==> config.mk <==
export PLATFORM = sky130hd
export DESIGN_NAME = mcc_regs
export DESIGN_NICKNAME = d
export VERILOG_FILES = /design/src/verilog/mcc_pkg.sv /design/src/verilog/mcc_stat_if.sv /design/src/verilog/mcc_regs.sv /design/src/verilog/mcc_pin_sync.sv /design/src/verilog/mcc_irq_stat.sv
export SDC_FILE = /design/constraint.sdc
export NUM_CORES = 1
export LEC_CHECK = 0
export ABC_AREA = 1
export BUFFER_PORTS_ARGS = -buffer_cell sky130_fd_sc_hd__buf_2
export CAP_MARGIN = 15
export CORE_UTILIZATION = 35
export DETAILED_ROUTE_END_ITERATION = 7
export GPL_TIMING_DRIVEN = 0
export PLACE_DENSITY = 0.62
export SYNTH_ARGS = -nofsm -noshare
export SYNTH_HDL_FRONTEND = slang
export SYNTH_SLANG_ARGS = --single-unit
==> constraint.sdc <==
create_clock -name clk -period 2.6 [get_ports clk]
set_input_delay 0.26 -clock clk [delete_from_list [all_inputs] [get_ports clk]]
set_output_delay 0.26 -clock clk [all_outputs]
set_load 0.02 [all_outputs]
==> src/verilog/mcc_pkg.sv <==
// Shared constants and types for the motion coprocessor register bank
package mcc_pkg;
    // Bus and data widths
    localparam int DW = 12;
    localparam int AW = 4;
    localparam int ADC_W = 11;
    localparam int SYNC_W = AW + 3 + DW;
    localparam int NWREG = 11;

    // Write map addresses
    localparam logic [AW-1:0] WA_REV_ANGLE = 4'h0;
    localparam logic [AW-1:0] WA_XIN1 = 4'h1;
    localparam logic [AW-1:0] WA_XIN2 = 4'h2;
    localparam logic [AW-1:0] WA_XIN3 = 4'h3;
    localparam logic [AW-1:0] WA_FWD_ANGLE = 4'h4;
    localparam logic [AW-1:0] WA_PERIOD = 4'h5;
    localparam logic [AW-1:0] WA_ON_A = 4'h6;
    localparam logic [AW-1:0] WA_ON_B = 4'h7;
    localparam logic [AW-1:0] WA_ON_C = 4'h8;
    localparam logic [AW-1:0] WA_DEAD = 4'h9;
    localparam logic [AW-1:0] WA_PDEL = 4'ha;
    localparam logic [AW-1:0] WA_CTRL = 4'hd;

    // Read map addresses
    localparam logic [AW-1:0] RA_RES0 = 4'h0;
    localparam logic [AW-1:0] RA_RES1 = 4'h1;
    localparam logic [AW-1:0] RA_RES2 = 4'h2;
    localparam logic [AW-1:0] RA_RES3 = 4'h3;
    localparam logic [AW-1:0] RA_V = 4'h5;
    localparam logic [AW-1:0] RA_W = 4'h6;
    localparam logic [AW-1:0] RA_AUX = 4'h7;
    localparam logic [AW-1:0] RA_U = 4'h8;
    localparam logic [AW-1:0] RA_CTRL = 4'hd;
    localparam logic [AW-1:0] RA_STAT = 4'he;

    // Control field positions, writable mask and reset
    localparam int CB_U_EN = 3;
    localparam int CB_AUX_EN = 4;
    localparam int CB_CLK_DIV2 = 5;
    localparam int CB_PARK_IEN = 6;
    localparam int CB_ADC_IEN = 7;
    localparam int CB_IRQ_LEVEL = 8;
    localparam int CB_REV_3OF3 = 10;
    localparam logic [DW-1:0] CTRL_WMASK = 12'h5f8;
    localparam logic [DW-1:0] CTRL_RESET = 12'h000;

    // Status field positions and reset
    localparam int SB_CONV = 0;
    localparam int SB_XFORM = 1;
    localparam int SB_VALID = 4;
    localparam int SB_IRQ = 11;
    localparam logic [DW-1:0] STAT_RESET = 12'h000;

    // Seven-bit timer registers and other fill values
    localparam logic [DW-1:0] SHORT_MASK = 12'h07f;
    localparam logic [DW-1:0] WREG_RESET = 12'h000;
    localparam logic [DW-1:0] READ_ZERO = 12'h000;
    localparam logic ADC_PAD = 1'b0;

    // Host bus cycle state
    typedef enum logic [1:0] {
        BUS_IDLE = 2'b00,
        BUS_READ = 2'b01,
        BUS_WRITE = 2'b10
    } mcc_bus_e;
endpackage

==> src/verilog/mcc_stat_if.sv <==
// Carrier between the register core and the status/interrupt unit
`timescale 1ns/1ps
interface mcc_stat_if;
    import mcc_pkg::*;
    logic conv_done;
    logic xform_done;
    logic res_valid;
    logic adc_ien;
    logic park_ien;
    logic level_mode;
    logic rd_clr;
    logic [DW-1:0] status;
    logic irq_req;

    modport core (
        output conv_done, xform_done, res_valid, adc_ien, park_ien, level_mode, rd_clr,
        input status, irq_req
    );
    modport unit (
        input conv_done, xform_done, res_valid, adc_ien, park_ien, level_mode, rd_clr,
        output status, irq_req
    );
endinterface

==> src/verilog/mcc_regs.sv <==
// Host register bank of the motion coprocessor: bus decode, control, results, starts
`timescale 1ns/1ps
//
// Summary of operation
// - Sample registers read twos complement with bit zero always zero (11-bit converter).
// - Writing the forward angle stores it and starts the forward rotation.
// - Writing the reverse angle stores it and starts the reverse rotation.
// - Angles are unsigned fractions of a full turn; full range is 360 degrees.
// - Control bit 3 adds channel U, selecting three-of-three-phase conversion.
// - Control bit 4 adds the auxiliary channel to the conversion group.
// - Control bit 5 halves the internal system clock rate.
// - Control bit 6 enables the rotation-complete interrupt.
// - Control bit 7 enables the conversion-complete interrupt.
// - Control bit 8 picks edge (0) or level (1) interrupt requests.
// - Control bit 10 picks three-of-three or two-of-three reverse rotation.
// - All defined control bits are zero after reset.
// - Status bit 0 sets on conversion complete when its interrupt is enabled.
// - Status bit 1 sets on transformation complete when its interrupt is enabled.
// - Status bit 4 shows valid rotation results.
// - Status bit 11 sets whenever any enabled interrupt source fires.
// - Reading status clears bits 0, 1 and 11 afterwards; bit 4 stays.
// - Status bits 0, 1 and 11 read zero after reset.
// - Four address bits with active-low select and strobes pick ten read and twelve write registers.
// - Write data is captured on the rising edge of the write strobe.
//
module mcc_regs
    import mcc_pkg::*;
(
    // Clock and reset
    input wire logic clk,
    input wire logic reset,
    // Host bus pins
    input wire logic [AW-1:0] addr,
    input wire logic cs_n,
    input wire logic rd_n,
    input wire logic wr_n,
    input wire logic [DW-1:0] data_i,
    output logic [DW-1:0] data_o,
    output logic data_oe,
    // Open-drain interrupt request pin
    input wire logic irq_n_i,
    output logic irq_n_o,
    output logic irq_n_oe,
    // Converter control and results
    output logic conv_u_en,
    output logic conv_aux_en,
    input wire logic conv_done,
    input wire logic [ADC_W-1:0] adc_u,
    input wire logic [ADC_W-1:0] adc_v,
    input wire logic [ADC_W-1:0] adc_w,
    input wire logic [ADC_W-1:0] adc_aux,
    // System clock enable
    output logic sys_tick,
    // Vector transformation engine
    output logic fwd_start,
    output logic rev_start,
    output logic rev_3of3,
    output logic [DW-1:0] forward_angle,
    output logic [DW-1:0] reverse_angle,
    output logic [DW-1:0] direct_axis_input,
    output logic [DW-1:0] quadrature_axis_input,
    output logic [DW-1:0] reverse_transform_in3,
    input wire logic xform_done,
    input wire logic res_valid,
    input wire logic [3:0][DW-1:0] result_word,
    // Timer settings
    output logic [DW-1:0] switching_period,
    output logic [DW-1:0] channel_a_on_time,
    output logic [DW-1:0] channel_b_on_time,
    output logic [DW-1:0] channel_c_on_time,
    output logic [DW-1:0] dead_time_value,
    output logic [DW-1:0] pulse_deletion_value
);
    typedef struct packed {
        mcc_bus_e bus;
        logic [DW-1:0] ctrl;
        logic [NWREG-1:0][DW-1:0] wreg;
        logic [DW-1:0] dout;
        logic doe;
        logic rd_stat;
        logic rd_clr;
        logic fwd_go;
        logic rev_go;
        logic div_phase;
        logic tick;
        logic irq;
    } mcc_regs_s;

    // Every documented reset value of this bank is zero
    localparam mcc_regs_s REGS_RESET = '{
        bus: BUS_IDLE,
        ctrl: CTRL_RESET,
        wreg: {NWREG{WREG_RESET}},
        dout: READ_ZERO,
        doe: 1'b0,
        rd_stat: 1'b0,
        rd_clr: 1'b0,
        fwd_go: 1'b0,
        rev_go: 1'b0,
        div_phase: 1'b0,
        tick: 1'b0,
        irq: 1'b0
    };

    // Whole bank state and its next value
    mcc_regs_s q_ff;
    mcc_regs_s nxt_q;

    // Host pins before and after filtering, and the selected read word
    logic [SYNC_W-1:0] pins_raw;
    logic [SYNC_W-1:0] pins_sync;
    logic [AW-1:0] s_addr;
    logic s_cs_n;
    logic s_rd_n;
    logic s_wr_n;
    logic [DW-1:0] s_data;
    logic [DW-1:0] rd_word;

    // Carrier to the status and interrupt unit
    mcc_stat_if sif ();

    // All host pins are asynchronous to clk, so they share one filtered synchroniser
    assign pins_raw = {addr, cs_n, rd_n, wr_n, data_i};

    mcc_pin_sync #(
        .W(SYNC_W)
    ) u_sync (
        .clk(clk),
        .reset(reset),
        .din(pins_raw),
        .dout(pins_sync)
    );

    // Split the filtered bundle back into its fields
    assign s_addr = pins_sync[SYNC_W-1 -: AW];
    assign s_cs_n = pins_sync[DW + 2];
    assign s_rd_n = pins_sync[DW + 1];
    assign s_wr_n = pins_sync[DW];
    assign s_data = pins_sync[DW-1:0];

    // Status and interrupt unit
    mcc_irq_stat u_stat (
        .clk(clk),
        .reset(reset),
        .sif(sif)
    );

    // Events and enables handed to the status unit
    assign sif.conv_done = conv_done;
    assign sif.xform_done = xform_done;
    assign sif.res_valid = res_valid;
    assign sif.adc_ien = q_ff.ctrl[CB_ADC_IEN];
    assign sif.park_ien = q_ff.ctrl[CB_PARK_IEN];
    assign sif.level_mode = q_ff.ctrl[CB_IRQ_LEVEL];
    assign sif.rd_clr = q_ff.rd_clr;

    // Read data selection; unlisted addresses and spare bits give zero
    always_comb
    begin
        rd_word = READ_ZERO;
        case (s_addr)
            RA_RES0: rd_word = result_word[0];
            RA_RES1: rd_word = result_word[1];
            RA_RES2: rd_word = result_word[2];
            RA_RES3: rd_word = result_word[3];
            RA_V: rd_word = {adc_v, ADC_PAD};
            RA_W: rd_word = {adc_w, ADC_PAD};
            RA_AUX: rd_word = {adc_aux, ADC_PAD};
            RA_U: rd_word = {adc_u, ADC_PAD};
            RA_CTRL: rd_word = q_ff.ctrl & CTRL_WMASK;
            RA_STAT: rd_word = sif.status;
            default: rd_word = READ_ZERO;
        endcase
    end

    // Bus cycle, register writes, transform starts and the clock divider
    always_comb
    begin
        nxt_q = q_ff;
        nxt_q.fwd_go = 1'b0;
        nxt_q.rev_go = 1'b0;
        nxt_q.rd_clr = 1'b0;
        case (q_ff.bus)
            BUS_IDLE:
            begin
                if (!s_cs_n && !s_rd_n)
                begin
                    // Word is latched at the start so the read clear cannot alter it
                    nxt_q.bus = BUS_READ;
                    nxt_q.dout = rd_word;
                    nxt_q.doe = 1'b1;
                    nxt_q.rd_stat = (s_addr == RA_STAT);
                end
                else if (!s_cs_n && !s_wr_n)
                begin
                    nxt_q.bus = BUS_WRITE;
                end
            end
            BUS_READ:
            begin
                if (s_rd_n || s_cs_n)
                begin
                    // Flags clear only after the host has taken the word
                    nxt_q.bus = BUS_IDLE;
                    nxt_q.doe = 1'b0;
                    nxt_q.rd_clr = q_ff.rd_stat;
                    nxt_q.rd_stat = 1'b0;
                end
            end
            BUS_WRITE:
            begin
                // Data and address are taken when the strobe returns high
                if (s_wr_n)
                begin
                    nxt_q.bus = BUS_IDLE;
                    case (s_addr)
                        WA_CTRL:
                        begin
                            // Reserved bits are dropped so they read back as zero
                            nxt_q.ctrl = s_data & CTRL_WMASK;
                        end
                        WA_FWD_ANGLE:
                        begin
                            // Angle words are stored raw as fractions of a turn
                            nxt_q.wreg[WA_FWD_ANGLE] = s_data;
                            nxt_q.fwd_go = 1'b1;
                        end
                        WA_REV_ANGLE:
                        begin
                            nxt_q.wreg[WA_REV_ANGLE] = s_data;
                            nxt_q.rev_go = 1'b1;
                        end
                        WA_DEAD, WA_PDEL:
                        begin
                            // Seven-bit timer registers drop their upper bits
                            nxt_q.wreg[s_addr] = s_data & SHORT_MASK;
                        end
                        WA_XIN1, WA_XIN2, WA_XIN3, WA_PERIOD, WA_ON_A, WA_ON_B, WA_ON_C:
                        begin
                            nxt_q.wreg[s_addr] = s_data;
                        end
                        default:
                        begin
                            // Reserved write addresses change nothing
                            nxt_q.bus = BUS_IDLE;
                        end
                    endcase
                end
            end
            default:
            begin
                nxt_q.bus = BUS_IDLE;
                nxt_q.doe = 1'b0;
            end
        endcase

        // Divide by two gives every other cycle; otherwise every cycle is a tick
        if (q_ff.ctrl[CB_CLK_DIV2])
        begin
            nxt_q.div_phase = ~q_ff.div_phase;
            nxt_q.tick = q_ff.div_phase;
        end
        else
        begin
            nxt_q.div_phase = 1'b0;
            nxt_q.tick = 1'b1;
        end

        // Request line registered again so the pin comes from a flop here
        nxt_q.irq = sif.irq_req;
    end

    // Single synchronous reset for the whole bank
    always_ff @(posedge clk)
    begin
        if (reset)
        begin
            q_ff <= REGS_RESET;
        end
        else
        begin
            q_ff <= nxt_q;
        end
    end

    // Host data bus
    assign data_o = q_ff.dout;
    assign data_oe = q_ff.doe;

    // Open drain: the pin is only ever pulled low, the pull-up supplies high
    assign irq_n_o = 1'b0;
    assign irq_n_oe = q_ff.irq;

    // Converter channel selection
    assign conv_u_en = q_ff.ctrl[CB_U_EN];
    assign conv_aux_en = q_ff.ctrl[CB_AUX_EN];

    // Internal rate
    assign sys_tick = q_ff.tick;

    // Transformation engine controls; the first two inputs double as direct/quadrature
    assign fwd_start = q_ff.fwd_go;
    assign rev_start = q_ff.rev_go;
    assign rev_3of3 = q_ff.ctrl[CB_REV_3OF3];
    assign forward_angle = q_ff.wreg[WA_FWD_ANGLE];
    assign reverse_angle = q_ff.wreg[WA_REV_ANGLE];
    assign direct_axis_input = q_ff.wreg[WA_XIN1];
    assign quadrature_axis_input = q_ff.wreg[WA_XIN2];
    assign reverse_transform_in3 = q_ff.wreg[WA_XIN3];

    // Timer settings
    assign switching_period = q_ff.wreg[WA_PERIOD];
    assign channel_a_on_time = q_ff.wreg[WA_ON_A];
    assign channel_b_on_time = q_ff.wreg[WA_ON_B];
    assign channel_c_on_time = q_ff.wreg[WA_ON_C];
    assign dead_time_value = q_ff.wreg[WA_DEAD];
    assign pulse_deletion_value = q_ff.wreg[WA_PDEL];
endmodule

==> src/verilog/mcc_pin_sync.sv <==
// Three-stage pin synchroniser that accepts a change once stages two and three agree
`timescale 1ns/1ps
module mcc_pin_sync
    import mcc_pkg::*;
#(
    parameter int W = SYNC_W
)
(
    // Clock and reset
    input wire logic clk,
    input wire logic reset,
    // Raw pins and filtered result
    input wire logic [W-1:0] din,
    output logic [W-1:0] dout
);
    typedef struct packed {
        logic [W-1:0] s1;
        logic [W-1:0] s2;
        logic [W-1:0] s3;
        logic [W-1:0] stable;
    } mcc_sync_s;

    localparam mcc_sync_s SYNC_RESET = '1;

    mcc_sync_s q_ff;
    mcc_sync_s nxt_q;

    // Stage one feeds only stage two; each bit updates only where two and three agree
    always_comb
    begin
        nxt_q = q_ff;
        nxt_q.s1 = din;
        nxt_q.s2 = q_ff.s1;
        nxt_q.s3 = q_ff.s2;
        nxt_q.stable = (~(q_ff.s2 ^ q_ff.s3) & q_ff.s3) | ((q_ff.s2 ^ q_ff.s3) & q_ff.stable);
    end

    // Idle high so strobes read inactive out of reset
    always_ff @(posedge clk)
    begin
        if (reset)
            q_ff <= SYNC_RESET;
        else
            q_ff <= nxt_q;
    end

    assign dout = q_ff.stable;
endmodule

==> src/verilog/mcc_irq_stat.sv <==
// Status flags and interrupt request generation
`timescale 1ns/1ps
module mcc_irq_stat
    import mcc_pkg::*;
(
    // Clock and reset
    input wire logic clk,
    input wire logic reset,
    // Link to the register core
    mcc_stat_if.unit sif
);
    typedef struct packed {
        logic [DW-1:0] stat;
        logic irq;
    } mcc_irq_s;

    localparam mcc_irq_s IRQ_RESET = '{stat: STAT_RESET, irq: 1'b0};

    mcc_irq_s q_ff;
    mcc_irq_s nxt_q;
    logic set_conv;
    logic set_xform;
    logic set_any;

    // Sticky flags: a set in the clearing cycle wins over the read clear
    always_comb
    begin
        set_conv = sif.conv_done & sif.adc_ien;
        set_xform = sif.xform_done & sif.park_ien;
        set_any = set_conv | set_xform;
        nxt_q = IRQ_RESET;
        nxt_q.stat[SB_CONV] = set_conv | (q_ff.stat[SB_CONV] & ~sif.rd_clr);
        nxt_q.stat[SB_XFORM] = set_xform | (q_ff.stat[SB_XFORM] & ~sif.rd_clr);
        nxt_q.stat[SB_IRQ] = set_any | (q_ff.stat[SB_IRQ] & ~sif.rd_clr);
        nxt_q.stat[SB_VALID] = sif.res_valid;
        // Level mode follows the source flag; edge mode pulses once per event
        nxt_q.irq = sif.level_mode ? nxt_q.stat[SB_IRQ] : set_any;
    end

    // Flags start clear
    always_ff @(posedge clk)
    begin
        if (reset)
            q_ff <= IRQ_RESET;
        else
            q_ff <= nxt_q;
    end

    assign sif.status = q_ff.stat;
    assign sif.irq_req = q_ff.irq;
endmodule

==> impl_metrics.yaml, run 1 <==
die:
  die_height_um: 171
  fp.coreArea_um2: 28000
  initial_core_util_pct: 35.8
  floorplan.die.width_um: 171
  top_level_ports: 270
  design.die.area_um2: 29300
  placement_rows: 61
routing:
  vias_per_cell: 4.59
  detailedRoute.firstPassIterationCount: 5
  route.antenna.remaining_nets: 0
  route.detailed.wl_per_inst_um: 15.2
  route.detailed.drc: 0
  routed_wirelength_mm: 30.6
  drt_first_iter_violations: 663
  detailroute.via_count: 9226
worst_setup_path:
  r2r_end: "q_ff[158]$_SDFFE_PP0P_"
  timing.reg2reg.worst_path_depth: 7
  critical_path_class: "reg2reg"
  cp.arrival_ns: 2.71
  crit_path_start_kind: "flop"
  critical_path_required_ns: 2.99
  critical_path.endpoint_type: "flop"
  worstPathMaxFanout: 8
  r2r_slack_ns: 0.28
timing:
  grt_setup_unrepaired: "false"
  layout_worst_path_cycle_share_pct: 89.1
  finalMaxSlewViolations: 0
  fin_tns_setup_ns: 0
  timing.final.setup_violations: 0
  maxSlewHeadroom_pct: 45.2
  timing.final.hold_violations: 0
  fmaxAchievable_ghz: 0.432
  finalClockSkew_ns: 0.0101
  worst-slew-pin-transition_ns: 0.823
  post-route-min-period_ns: 2.32
logic_synthesis:
  synth_sequential_area_ratio_pct: 48.3
  synth_area_per_cell_um2: 7.71
  count_of_mapped_cells_out_of_synthesis: 1301
  syn-cell-area_um2: 10000
  yosys_register_bits: 242
  yosys_warnings: 0
  distinct_cells_synth: 26
  syn-num-nets: 1418
global_routing:
  grt.total_usage_pct: 19.9
  antenna_found_initial: 1
  global_route.overflow_total: 0
  number_of_global_route_vias_before_repair: 8109
  grt_first_pass_wirelength_mm: 44.6
  grt_max_degree: 16
clock_network:
  cts_tree: "done"
  cts_buffers: 25
  max-clock-path-buffers: 3
  clkSlewWorstSetupHoldPaths_ns: 0.06
  cts_htree_levels: 1
  cts_root_buf: "sky130_fd_sc_hd__clkbuf_16"
  clock_sink_count: 242
  worstSkewPairLatency_ns: 0.51
  total_setup_buffers_inserted_after_cts: 0
worst_hold_path:
  holdCritStartpoint: "xform_done"
  timing.hold.worst_endpoint: "u_stat.sif.status[1]$_SDFF_PP0_"
  hold_depth: 3
  timing.hold.worst.class: "in2reg"
cells_and_area:
  nNetsFinal: 1732
  post-route-cell-area_um2: 12900
  final_common_cell: "sky130_fd_sc_hd__buf_2"
  fraction_of_layout_cells_with_a_size_suffix_above_1_pct: 33.0
  syn_to_layout_area_delta_pct: 28.6
  mostFrequentLayoutCells: "sky130_fd_sc_hd__buf_2 (277), sky130_fd_sc_hd__dfxtp_1 (242), sky130_fd_sc_hd__nand2_1 (208)"
  filler_cell_count: 2883
flow_run:
  max_cap_violations: 0
placement:
  placed_area_um2: 11800
  replace_congestion: 0.875
  portBuffers: 267
  dpl.hpwl_mm: 23.1
pwr:
  irDropWorstVdd_uv: 396
  pwr_density_cell_nw_per_um2: 595
  leakage_power_nw: 6.23
run_status:
  result_of_the_run: "completed"
what timing repair did:
item / CTS / global route
gates resized for setup: 0 / 0
hold endpoints to repair: 20 / 0
hold buffers: 20 / 0
routing by layer:
metal | part of all wire, % | vias up | global-route usage, %
met5 | 0 | - | 0
met1 | 45 | 4244 | 26.8
met3 | 5.0 | 52 | 2.28
met2 | 47 | 285 | 32.8
li1 | - | 4645 | -
met4 | 3.0 | 0 | 7.07
Yosys cell counts:
library cell	number	area, µm²
sky130_fd_sc_hd__nand2_4	1	11.3
sky130_fd_sc_hd__or2_2	57	357
sky130_fd_sc_hd__conb_1	1	3.75
sky130_fd_sc_hd__nand4_1	2	12.5
sky130_fd_sc_hd__nand3_1	89	445
sky130_fd_sc_hd__nor3_1	2	10.0
sky130_fd_sc_hd__dfxtp_1	242	4840
sky130_fd_sc_hd__nor2_4	5	56.3
sky130_fd_sc_hd__buf_1	2	7.51
sky130_fd_sc_hd__a21oi_1	107	536
sky130_fd_sc_hd__o21ai_0	123	616
sky130_fd_sc_hd__o21a_1	1	7.51
sky130_fd_sc_hd__o21ai_4	1	16.3
sky130_fd_sc_hd__nor2_1	179	672
sky130_fd_sc_hd__buf_6	2	22.5
sky130_fd_sc_hd__clkbuf_1	44	165
sky130_fd_sc_hd__nor2_2	1	6.26
sky130_fd_sc_hd__o211a_1	1	10.0
sky130_fd_sc_hd__inv_1	70	263
sky130_fd_sc_hd__buf_4	146	1100
sky130_fd_sc_hd__buf_2	10	50.1
sky130_fd_sc_hd__inv_2	4	15.0
sky130_fd_sc_hd__nor3_4	1	16.3
sky130_fd_sc_hd__nand2_2	1	6.26
sky130_fd_sc_hd__nand2_1	208	781
sky130_fd_sc_hd__clkinv_1	1	3.75
metrics by stage:
stage                     hold WS [ns]  power, mW  cells  utilization, %  setup WS, ns
after floorplan                  0.364       3.93   1301               -          1.01
after global placement           0.395       4.06   1946            42.3         0.371
after detailed placement         0.393       4.07   1946            42.3         0.342
after CTS                       0.0145       7.75   2011            46.0         0.326
after global routing            0.0290       7.93   2012            46.0        0.0630
final                           0.0278       7.67   2012            46.0         0.283
layout make-up:
cell class,count,area [µm²],area share (%)
Clock buffer,32,702,5.44
Tap cell,378,473,3.67
Sequential cell,242,4840,37.6
Antenna cell,1,2.50,0.0194
Clock inverter,13,154,1.19
Inverter,75,282,2.18
Timing Repair Buffer,287,1540,11.9
Multi-Input combinational cell,780,3560,27.6
Buffer,204,1340,10.4
cell families after synthesis:
kind of cell	synth area share (%)
simple gates	23.7
buf+inv	16.2
flops	48.3
compound gates	11.8
other cells	0.0374
worst max-delay path, stage by stage, from the launching register on:
cell and delay, ns:
sky130_fd_sc_hd__dfxtp_1 0.46, sky130_fd_sc_hd__inv_1 0.11, sky130_fd_sc_hd__nor2_1 0.46, sky130_fd_sc_hd__nand2_1 0.28, sky130_fd_sc_hd__nor2_1 0.43, sky130_fd_sc_hd__inv_1 0.20
sky130_fd_sc_hd__o21ai_0 0.21, sky130_fd_sc_hd__a21oi_1 0.06
power by group:
group | switching (mW) | leakage (nW) | internal, mW | total (mW)
registers | 0.0154 | 1.96 | 3.74 | 3.76
clock network | 1.45 | 0.413 | 2.21 | 3.66
logic | 0.123 | 3.86 | 0.123 | 0.246
how the worst max path moves through the flow:
| stage | to | slack [ns] |
|---|---|---|
| floorplan | dead_time_value[2]$_SDFFE_PP0P_ | 1.01 |
| global placement | q_ff[158]$_SDFFE_PP0P_ | 0.37 |
| detailed placement | q_ff[158]$_SDFFE_PP0P_ | 0.34 |
| CTS | q_ff[158]$_SDFFE_PP0P_ | 0.33 |
| global route | q_ff[158]$_SDFFE_PP0P_ | 0.06 |
| finish | q_ff[158]$_SDFFE_PP0P_ | 0.28 |
(Power assumes the default switching activity.)
==> run 2, diff against run 1 <==
CORE_UTILIZATION = 57   (was 35)
PLACE_DENSITY = 0.91   (was 0.62)
==> run 2 against run 1 <==
- non-clock buffer count did not move
- critical endpoint unchanged
- register-to-register slack improved by 0.20 ns
- wire length fell by 2.9%
- count of clock-buffer cells in the layout fell by 1
- largest power group is now the clock network
- clock skew rose by 0.0025 ns
- fmax rose by 9.3%
- power rose by 1.7%
==> impl_metrics.yaml, run 2 (same netlist as run 1, synthesis figures left out) <==
run_status:
  result_of_the_run: "completed"
global_routing:
  grt.total_usage_pct: 31.2
  antenna_found_initial: 1
  grt_max_degree: 16
  grt_first_pass_wirelength_mm: 44.2
  global_route.overflow_total: 0
  number_of_global_route_vias_before_repair: 8818
die:
  die_height_um: 135
  design.die.area_um2: 18100
  placement_rows: 48
  top_level_ports: 270
  floorplan.die.width_um: 135
  initial_core_util_pct: 58.2
  fp.coreArea_um2: 17200
cells_and_area:
  syn_to_layout_area_delta_pct: 26.9
  filler_cell_count: 1192
  regArea_um2: 4840
  mostFrequentLayoutCells: "sky130_fd_sc_hd__buf_2 (277), sky130_fd_sc_hd__dfxtp_1 (242), sky130_fd_sc_hd__nand2_1 (208)"
  nNetsFinal: 1731
  fraction_of_layout_cells_with_a_size_suffix_above_1_pct: 32.9
  final_common_cell: "sky130_fd_sc_hd__buf_2"
  multiInputGateArea_um2: 3560
worst_setup_path:
  critical_path.endpoint_type: "flop"
  cp.arrival_ns: 2.52
  timing.reg2reg.worst_path_depth: 7
  crit_path_start_kind: "flop"
  critical_path_class: "reg2reg"
  critical_path_required_ns: 3.00
  r2r_slack_ns: 0.48
  worstPathMaxFanout: 8
routing:
  detailedRoute.firstPassIterationCount: 6
  route.antenna.remaining_nets: 0
  routed_wirelength_mm: 29.7
  detailroute.via_count: 9926
  vias_per_cell: 5.34
  route.detailed.drc: 0
  route.detailed.wl_per_inst_um: 16.0
  drt_first_iter_violations: 928
clock_network:
  cts_hold_buf: 20
  cts_tree: "done"
  clkSlewWorstSetupHoldPaths_ns: 0.06
  total_setup_buffers_inserted_after_cts: 0
  cts_buffers: 24
  cts_htree_levels: 1
  cts_root_buf: "sky130_fd_sc_hd__clkbuf_16"
  worstSkewPairLatency_ns: 0.51
  clock_sink_count: 242
  max-clock-path-buffers: 3
  cts-resized-gates: 0
timing:
  timing.final.setup_violations: 0
  final_worst_path_setup_slack_ns: 0.481
  finalMaxSlewViolations: 0
  fmaxAchievable_ghz: 0.472
  worst-slew-pin-transition_ns: 0.752
  grt_setup_unrepaired: "false"
  post-route-min-period_ns: 2.12
  finalClockSkew_ns: 0.0126
  timing.final.hold_violations: 0
  maxSlewHeadroom_pct: 49.9
  layout_worst_path_cycle_share_pct: 81.5
  fin_tns_setup_ns: 0
pwr:
  pwr_density_cell_nw_per_um2: 613
  irDropWorstVdd_uv: 516
  leakage_power_nw: 6.26
placement:
  replace_congestion: 0.918
  portBuffers: 267
  dp_worst_setup_slack_ns: 0.524
  dpl.hpwl_mm: 20.9
worst_hold_path:
  timing.hold.worst.class: "in2reg"
  hold_depth: 3
flow_run:
  max_cap_violations: 0
-- run 2: cell types whose count changed in the layout (fill, tap and decap cells not counted) --
cell	delta
sky130_fd_sc_hd__bufinv_16	+2
sky130_fd_sc_hd__clkbuf_1	+1
sky130_fd_sc_hd__clkbuf_8	-2
sky130_fd_sc_hd__clkinv_4	+2
sky130_fd_sc_hd__clkinvlp_4	-4
-- run 2: per-layer routing --
metal	GRT usage (%)	routed length (µm)	part of all wire, %
met3	4.62	2360	7.9
met1	39.0	11700	39
met4	16.4	1450	4.9
met2	52.2	14200	48
met5	0	0	0
-- run 2: stage by stage --
step	util, %	cells	total power, mW	area, µm²	hold slack, ns
after floorplan	-	1301	3.93	10000	0.364
after global placement	67.6	1793	4.05	11600	0.391
after detailed placement	67.6	1793	4.06	11600	0.393
after CTS	73.8	1857	7.80	12700	0.0368
after global routing	73.9	1858	8.01	12700	0.0487
final	73.9	1858	7.80	12700	0.0550
-- run 2: critical path, cell delays in order (launching register included) --
cell and delay, ns:
sky130_fd_sc_hd__dfxtp_1 0.43, sky130_fd_sc_hd__inv_1 0.10, sky130_fd_sc_hd__nor2_1 0.37, sky130_fd_sc_hd__nand2_1 0.25
sky130_fd_sc_hd__nor2_1 0.41, sky130_fd_sc_hd__inv_1 0.19, sky130_fd_sc_hd__o21ai_0 0.20, sky130_fd_sc_hd__a21oi_1 0.06
-- run 2: report_power, final --
| group | leakage [nW] | internal, mW | total (mW) | switching, mW |
|---|---|---|---|---|
| Clock | 0.436 | 2.35 | 3.78 | 1.44 |
| Sequential | 1.96 | 3.74 | 3.76 | 0.0170 |
| Combinational | 3.86 | 0.123 | 0.251 | 0.128 |
-- run 2: final cells by class --
type	instances	area share, %
sequential	242	38.1
multi-input combinational	780	28.0
timing repair buffer	287	12.1
buffer	204	10.5
clock buffer	31	5.33
inverter	75	2.21
tap	225	2.21
clock inverter	13	1.58
antenna	1	0.0197
-- run 2: final timing paths --
check | from | to
worst max-delay path | flop | q_ff[158]$_SDFFE_PP0P_
worst min-delay path | conv_done | u_stat.sif.status[0]$_SDFF_PP0_
worst max register to register | flop | q_ff[158]$_SDFFE_PP0P_
worst min register to register | u_sync.nxt_q[51]$_SDFF_PP1_ | u_sync.nxt_q[32]$_SDFF_PP1_
==> run 3, diff against run 2 <==
CORE_UTILIZATION = 53   (was 57)
PLACE_DENSITY = 0.85   (was 0.91)
clock period = 2 ns   (was 2.6 ns; I/O delays follow)
==> run 3 against run 2 <==
- wire length up 1.7%
- largest cell class unchanged
- critical path type unchanged
- register-to-register slack got worse by 0.41 ns
- via count down 2.6%
- clock skew fell by 0.0032 ns
- global-route usage shrank 1.7 points
- combinational power increased by 30%
- final area grew 0.49%
- die area grew 7.4%
- count of clock-buffer cells in the layout decreased by 1
==> impl_metrics.yaml, run 3 (same netlist as run 1, synthesis figures left out) <==
pwr:
  pwr_density_cell_nw_per_um2: 781
  sw_frac_of_total_pct: 20.0
  seqPwrFrac_pct: 48.9
  power.combinational.fraction_pct: 3.3
  power.net_switching_mw: 2.00
  p_int_mw: 7.99
  pwr-share-clk_pct: 47.8
  irDropWorstVdd_uv: 612
  fin_total_pwr_mw: 9.99
  leakage_power_nw: 6.25
worst_setup_path:
  critical_path.endpoint_type: "flop"
  worstPathMaxFanout: 10
  crit_path_start_kind: "flop"
  crit_slowest_cell: "sky130_fd_sc_hd__dfxtp_2"
  worst_path_dominant_cell_family: "buffers and inverters"
  most_repeated_library_cell_on_the_critical_path: "sky130_fd_sc_hd__buf_4"
  critical_path_required_ns: 2.43
  cp_num_buf_inv: 4
  crit_cells: 8
  timing.reg2reg.worst_path_depth: 8
  r2r_slack_ns: 0.07
  critical_path_class: "reg2reg"
  cp.arrival_ns: 2.36
  worstPathCellList: "nand2_1 -> inv_2 -> o21ai_4 -> buf_4 -> nand4_1 -> buf_4 -> clkbuf_1 -> a21oi_1"
  timing.critical_path.slowest_cell_delay_ns: 0.35
clock_network:
  cts_htree_levels: 1
  cts_tree: "done"
  clkSlewWorstSetupHoldPaths_ns: 0.06
  clock_sink_count: 242
  worstSkewPairLatency_ns: 0.50
  cts_root_buf: "sky130_fd_sc_hd__clkbuf_16"
  max-clock-path-buffers: 3
  cts_buffers: 23
placement:
  replace_congestion: 0.949
  dpl.hpwl_mm: 21.6
  placed_area_um2: 11700
  portBuffers: 267
cells_and_area:
  syn_to_layout_area_delta_pct: 27.5
  post-route-cell-area_um2: 12800
  mostFrequentLayoutCells: "sky130_fd_sc_hd__buf_2 (276), sky130_fd_sc_hd__dfxtp_1 (240), sky130_fd_sc_hd__nand2_1 (208)"
  fraction_of_layout_cells_with_a_size_suffix_above_1_pct: 34.0
  final_common_cell: "sky130_fd_sc_hd__buf_2"
  multiInputGateArea_um2: 3600
  final_core_util_pct: 70.0
  filler_cell_count: 1446
  nNetsFinal: 1736
  regArea_um2: 4850
die:
  die_height_um: 140
  floorplan.die.width_um: 140
  design.die.area_um2: 19500
  initial_core_util_pct: 54.9
  top_level_ports: 270
  placement_rows: 49
  fp.coreArea_um2: 18300
global_routing:
  grt_max_degree: 16
  antenna_found_initial: 1
  grt.total_usage_pct: 29.5
  global_route.overflow_total: 0
  number_of_global_route_vias_before_repair: 8626
  grt_first_pass_wirelength_mm: 44.8
routing:
  drt_first_iter_violations: 849
  routed_wirelength_mm: 30.2
  route.detailed.wl_per_inst_um: 16.2
  vias_per_cell: 5.19
  route.antenna.remaining_nets: 0
  detailroute.via_count: 9671
  route.detailed.drc: 0
  detailedRoute.firstPassIterationCount: 5
timing:
  timing.final.setup_violations: 0
  maxSlewHeadroom_pct: 48.0
  post-route-min-period_ns: 1.93
  fmaxAchievable_ghz: 0.517
  grt_setup_unrepaired: "true"
  worst-slew-pin-transition_ns: 0.780
  finalClockSkew_ns: 0.00936
  finalMaxSlewViolations: 0
  timing.final.hold_violations: 0
  layout_worst_path_cycle_share_pct: 96.7
flow_run:
  max_cap_violations: 0
worst_hold_path:
  timing.hold.worst.class: "in2reg"
  holdCritStartpoint: "result_word[24]"
run_status:
  result_of_the_run: "completed"
## run 3: changes by cell type in the layout (fill, tap and decap cells not counted), moves of 2 or more
cell                            delta
sky130_fd_sc_hd__clkinv_4          -2
sky130_fd_sc_hd__clkbuf_16         -2
sky130_fd_sc_hd__dfxtp_2           +2
sky130_fd_sc_hd__nor2_2            +8
sky130_fd_sc_hd__clkbuf_2          +4
sky130_fd_sc_hd__dfxtp_1           -2
sky130_fd_sc_hd__clkbuf_8          +3
sky130_fd_sc_hd__nor2_1            -9
sky130_fd_sc_hd__clkbuf_1          -6
sky130_fd_sc_hd__dlygate4sd3_1     +2
sky130_fd_sc_hd__buf_4             +4
## run 3: repair_timing
item,CTS,global route
pin swaps,1,2
setup buffers,2,2
setup endpoints to repair,29,100
endpoints found under the hold margin,22,0
resized for setup,4,19
hold buffers,22,0
## run 3: area by class of cell
class	instances	share of cell area, %
sequential	242	37.9
clock buffer	30	5.17
antenna	1	0.0196
multi-input combinational	780	28.1
buffer	204	10.5
tap	229	2.24
clock inverter	10	1.37
timing repair buffer	293	12.4
inverter	75	2.23
## run 3: tightest hold or removal path, delay by kind of cell
family	cells	cell delay, ns
compound gates	2	0.18
simple gates	2	0.09
buf+inv	1	0.07
## run 3: worst min path at each step
stage | to | slack [ns] | depth (start not counted)
global placement | u_sync.nxt_q[47]$_SDFF_PP1_ | 0.38 | 2
floorplan | u_sync.nxt_q[38]$_SDFF_PP1_ | 0.30 | 1
global route | data_o[0]$_SDFFE_PP0P_ | 0.14 | 5
finish | data_o[0]$_SDFFE_PP0P_ | 0.08 | 5
detailed placement | u_sync.nxt_q[41]$_SDFF_PP1_ | 0.38 | 2
CTS | data_o[0]$_SDFFE_PP0P_ | 0.07 | 5
## run 3: power groups by stage
stage	sequential, mW	combinational [mW]	clock [mW]
floorplan	4.99	0.119	0
global placement	4.99	0.281	0
detailed placement	4.99	0.283	0
CTS	4.89	0.319	4.78
global route	4.89	0.353	4.99
finish	4.89	0.326	4.78
## run 3: through the flow
step                instances  setup slack [ns]  hold WS [ns]  setup TNS, ns
detailed placement       1797           -0.0987         0.384         -0.359
finish                   1864            0.0668        0.0774              0
CTS                      1861            0.0137        0.0698              0
global route             1864           -0.0842         0.141          -1.25
global placement         1797           -0.0735         0.383         -0.180
floorplan                1301             0.411         0.304              0
## run 3: layer usage
metal	up-vias	GRT usage, %	part of all wire [%]
met5	-	0	0
met4	0	12.3	4.1
met3	90	3.85	8.0
met2	493	50.9	49
met1	4452	37.2	39
li1	4636	-	-
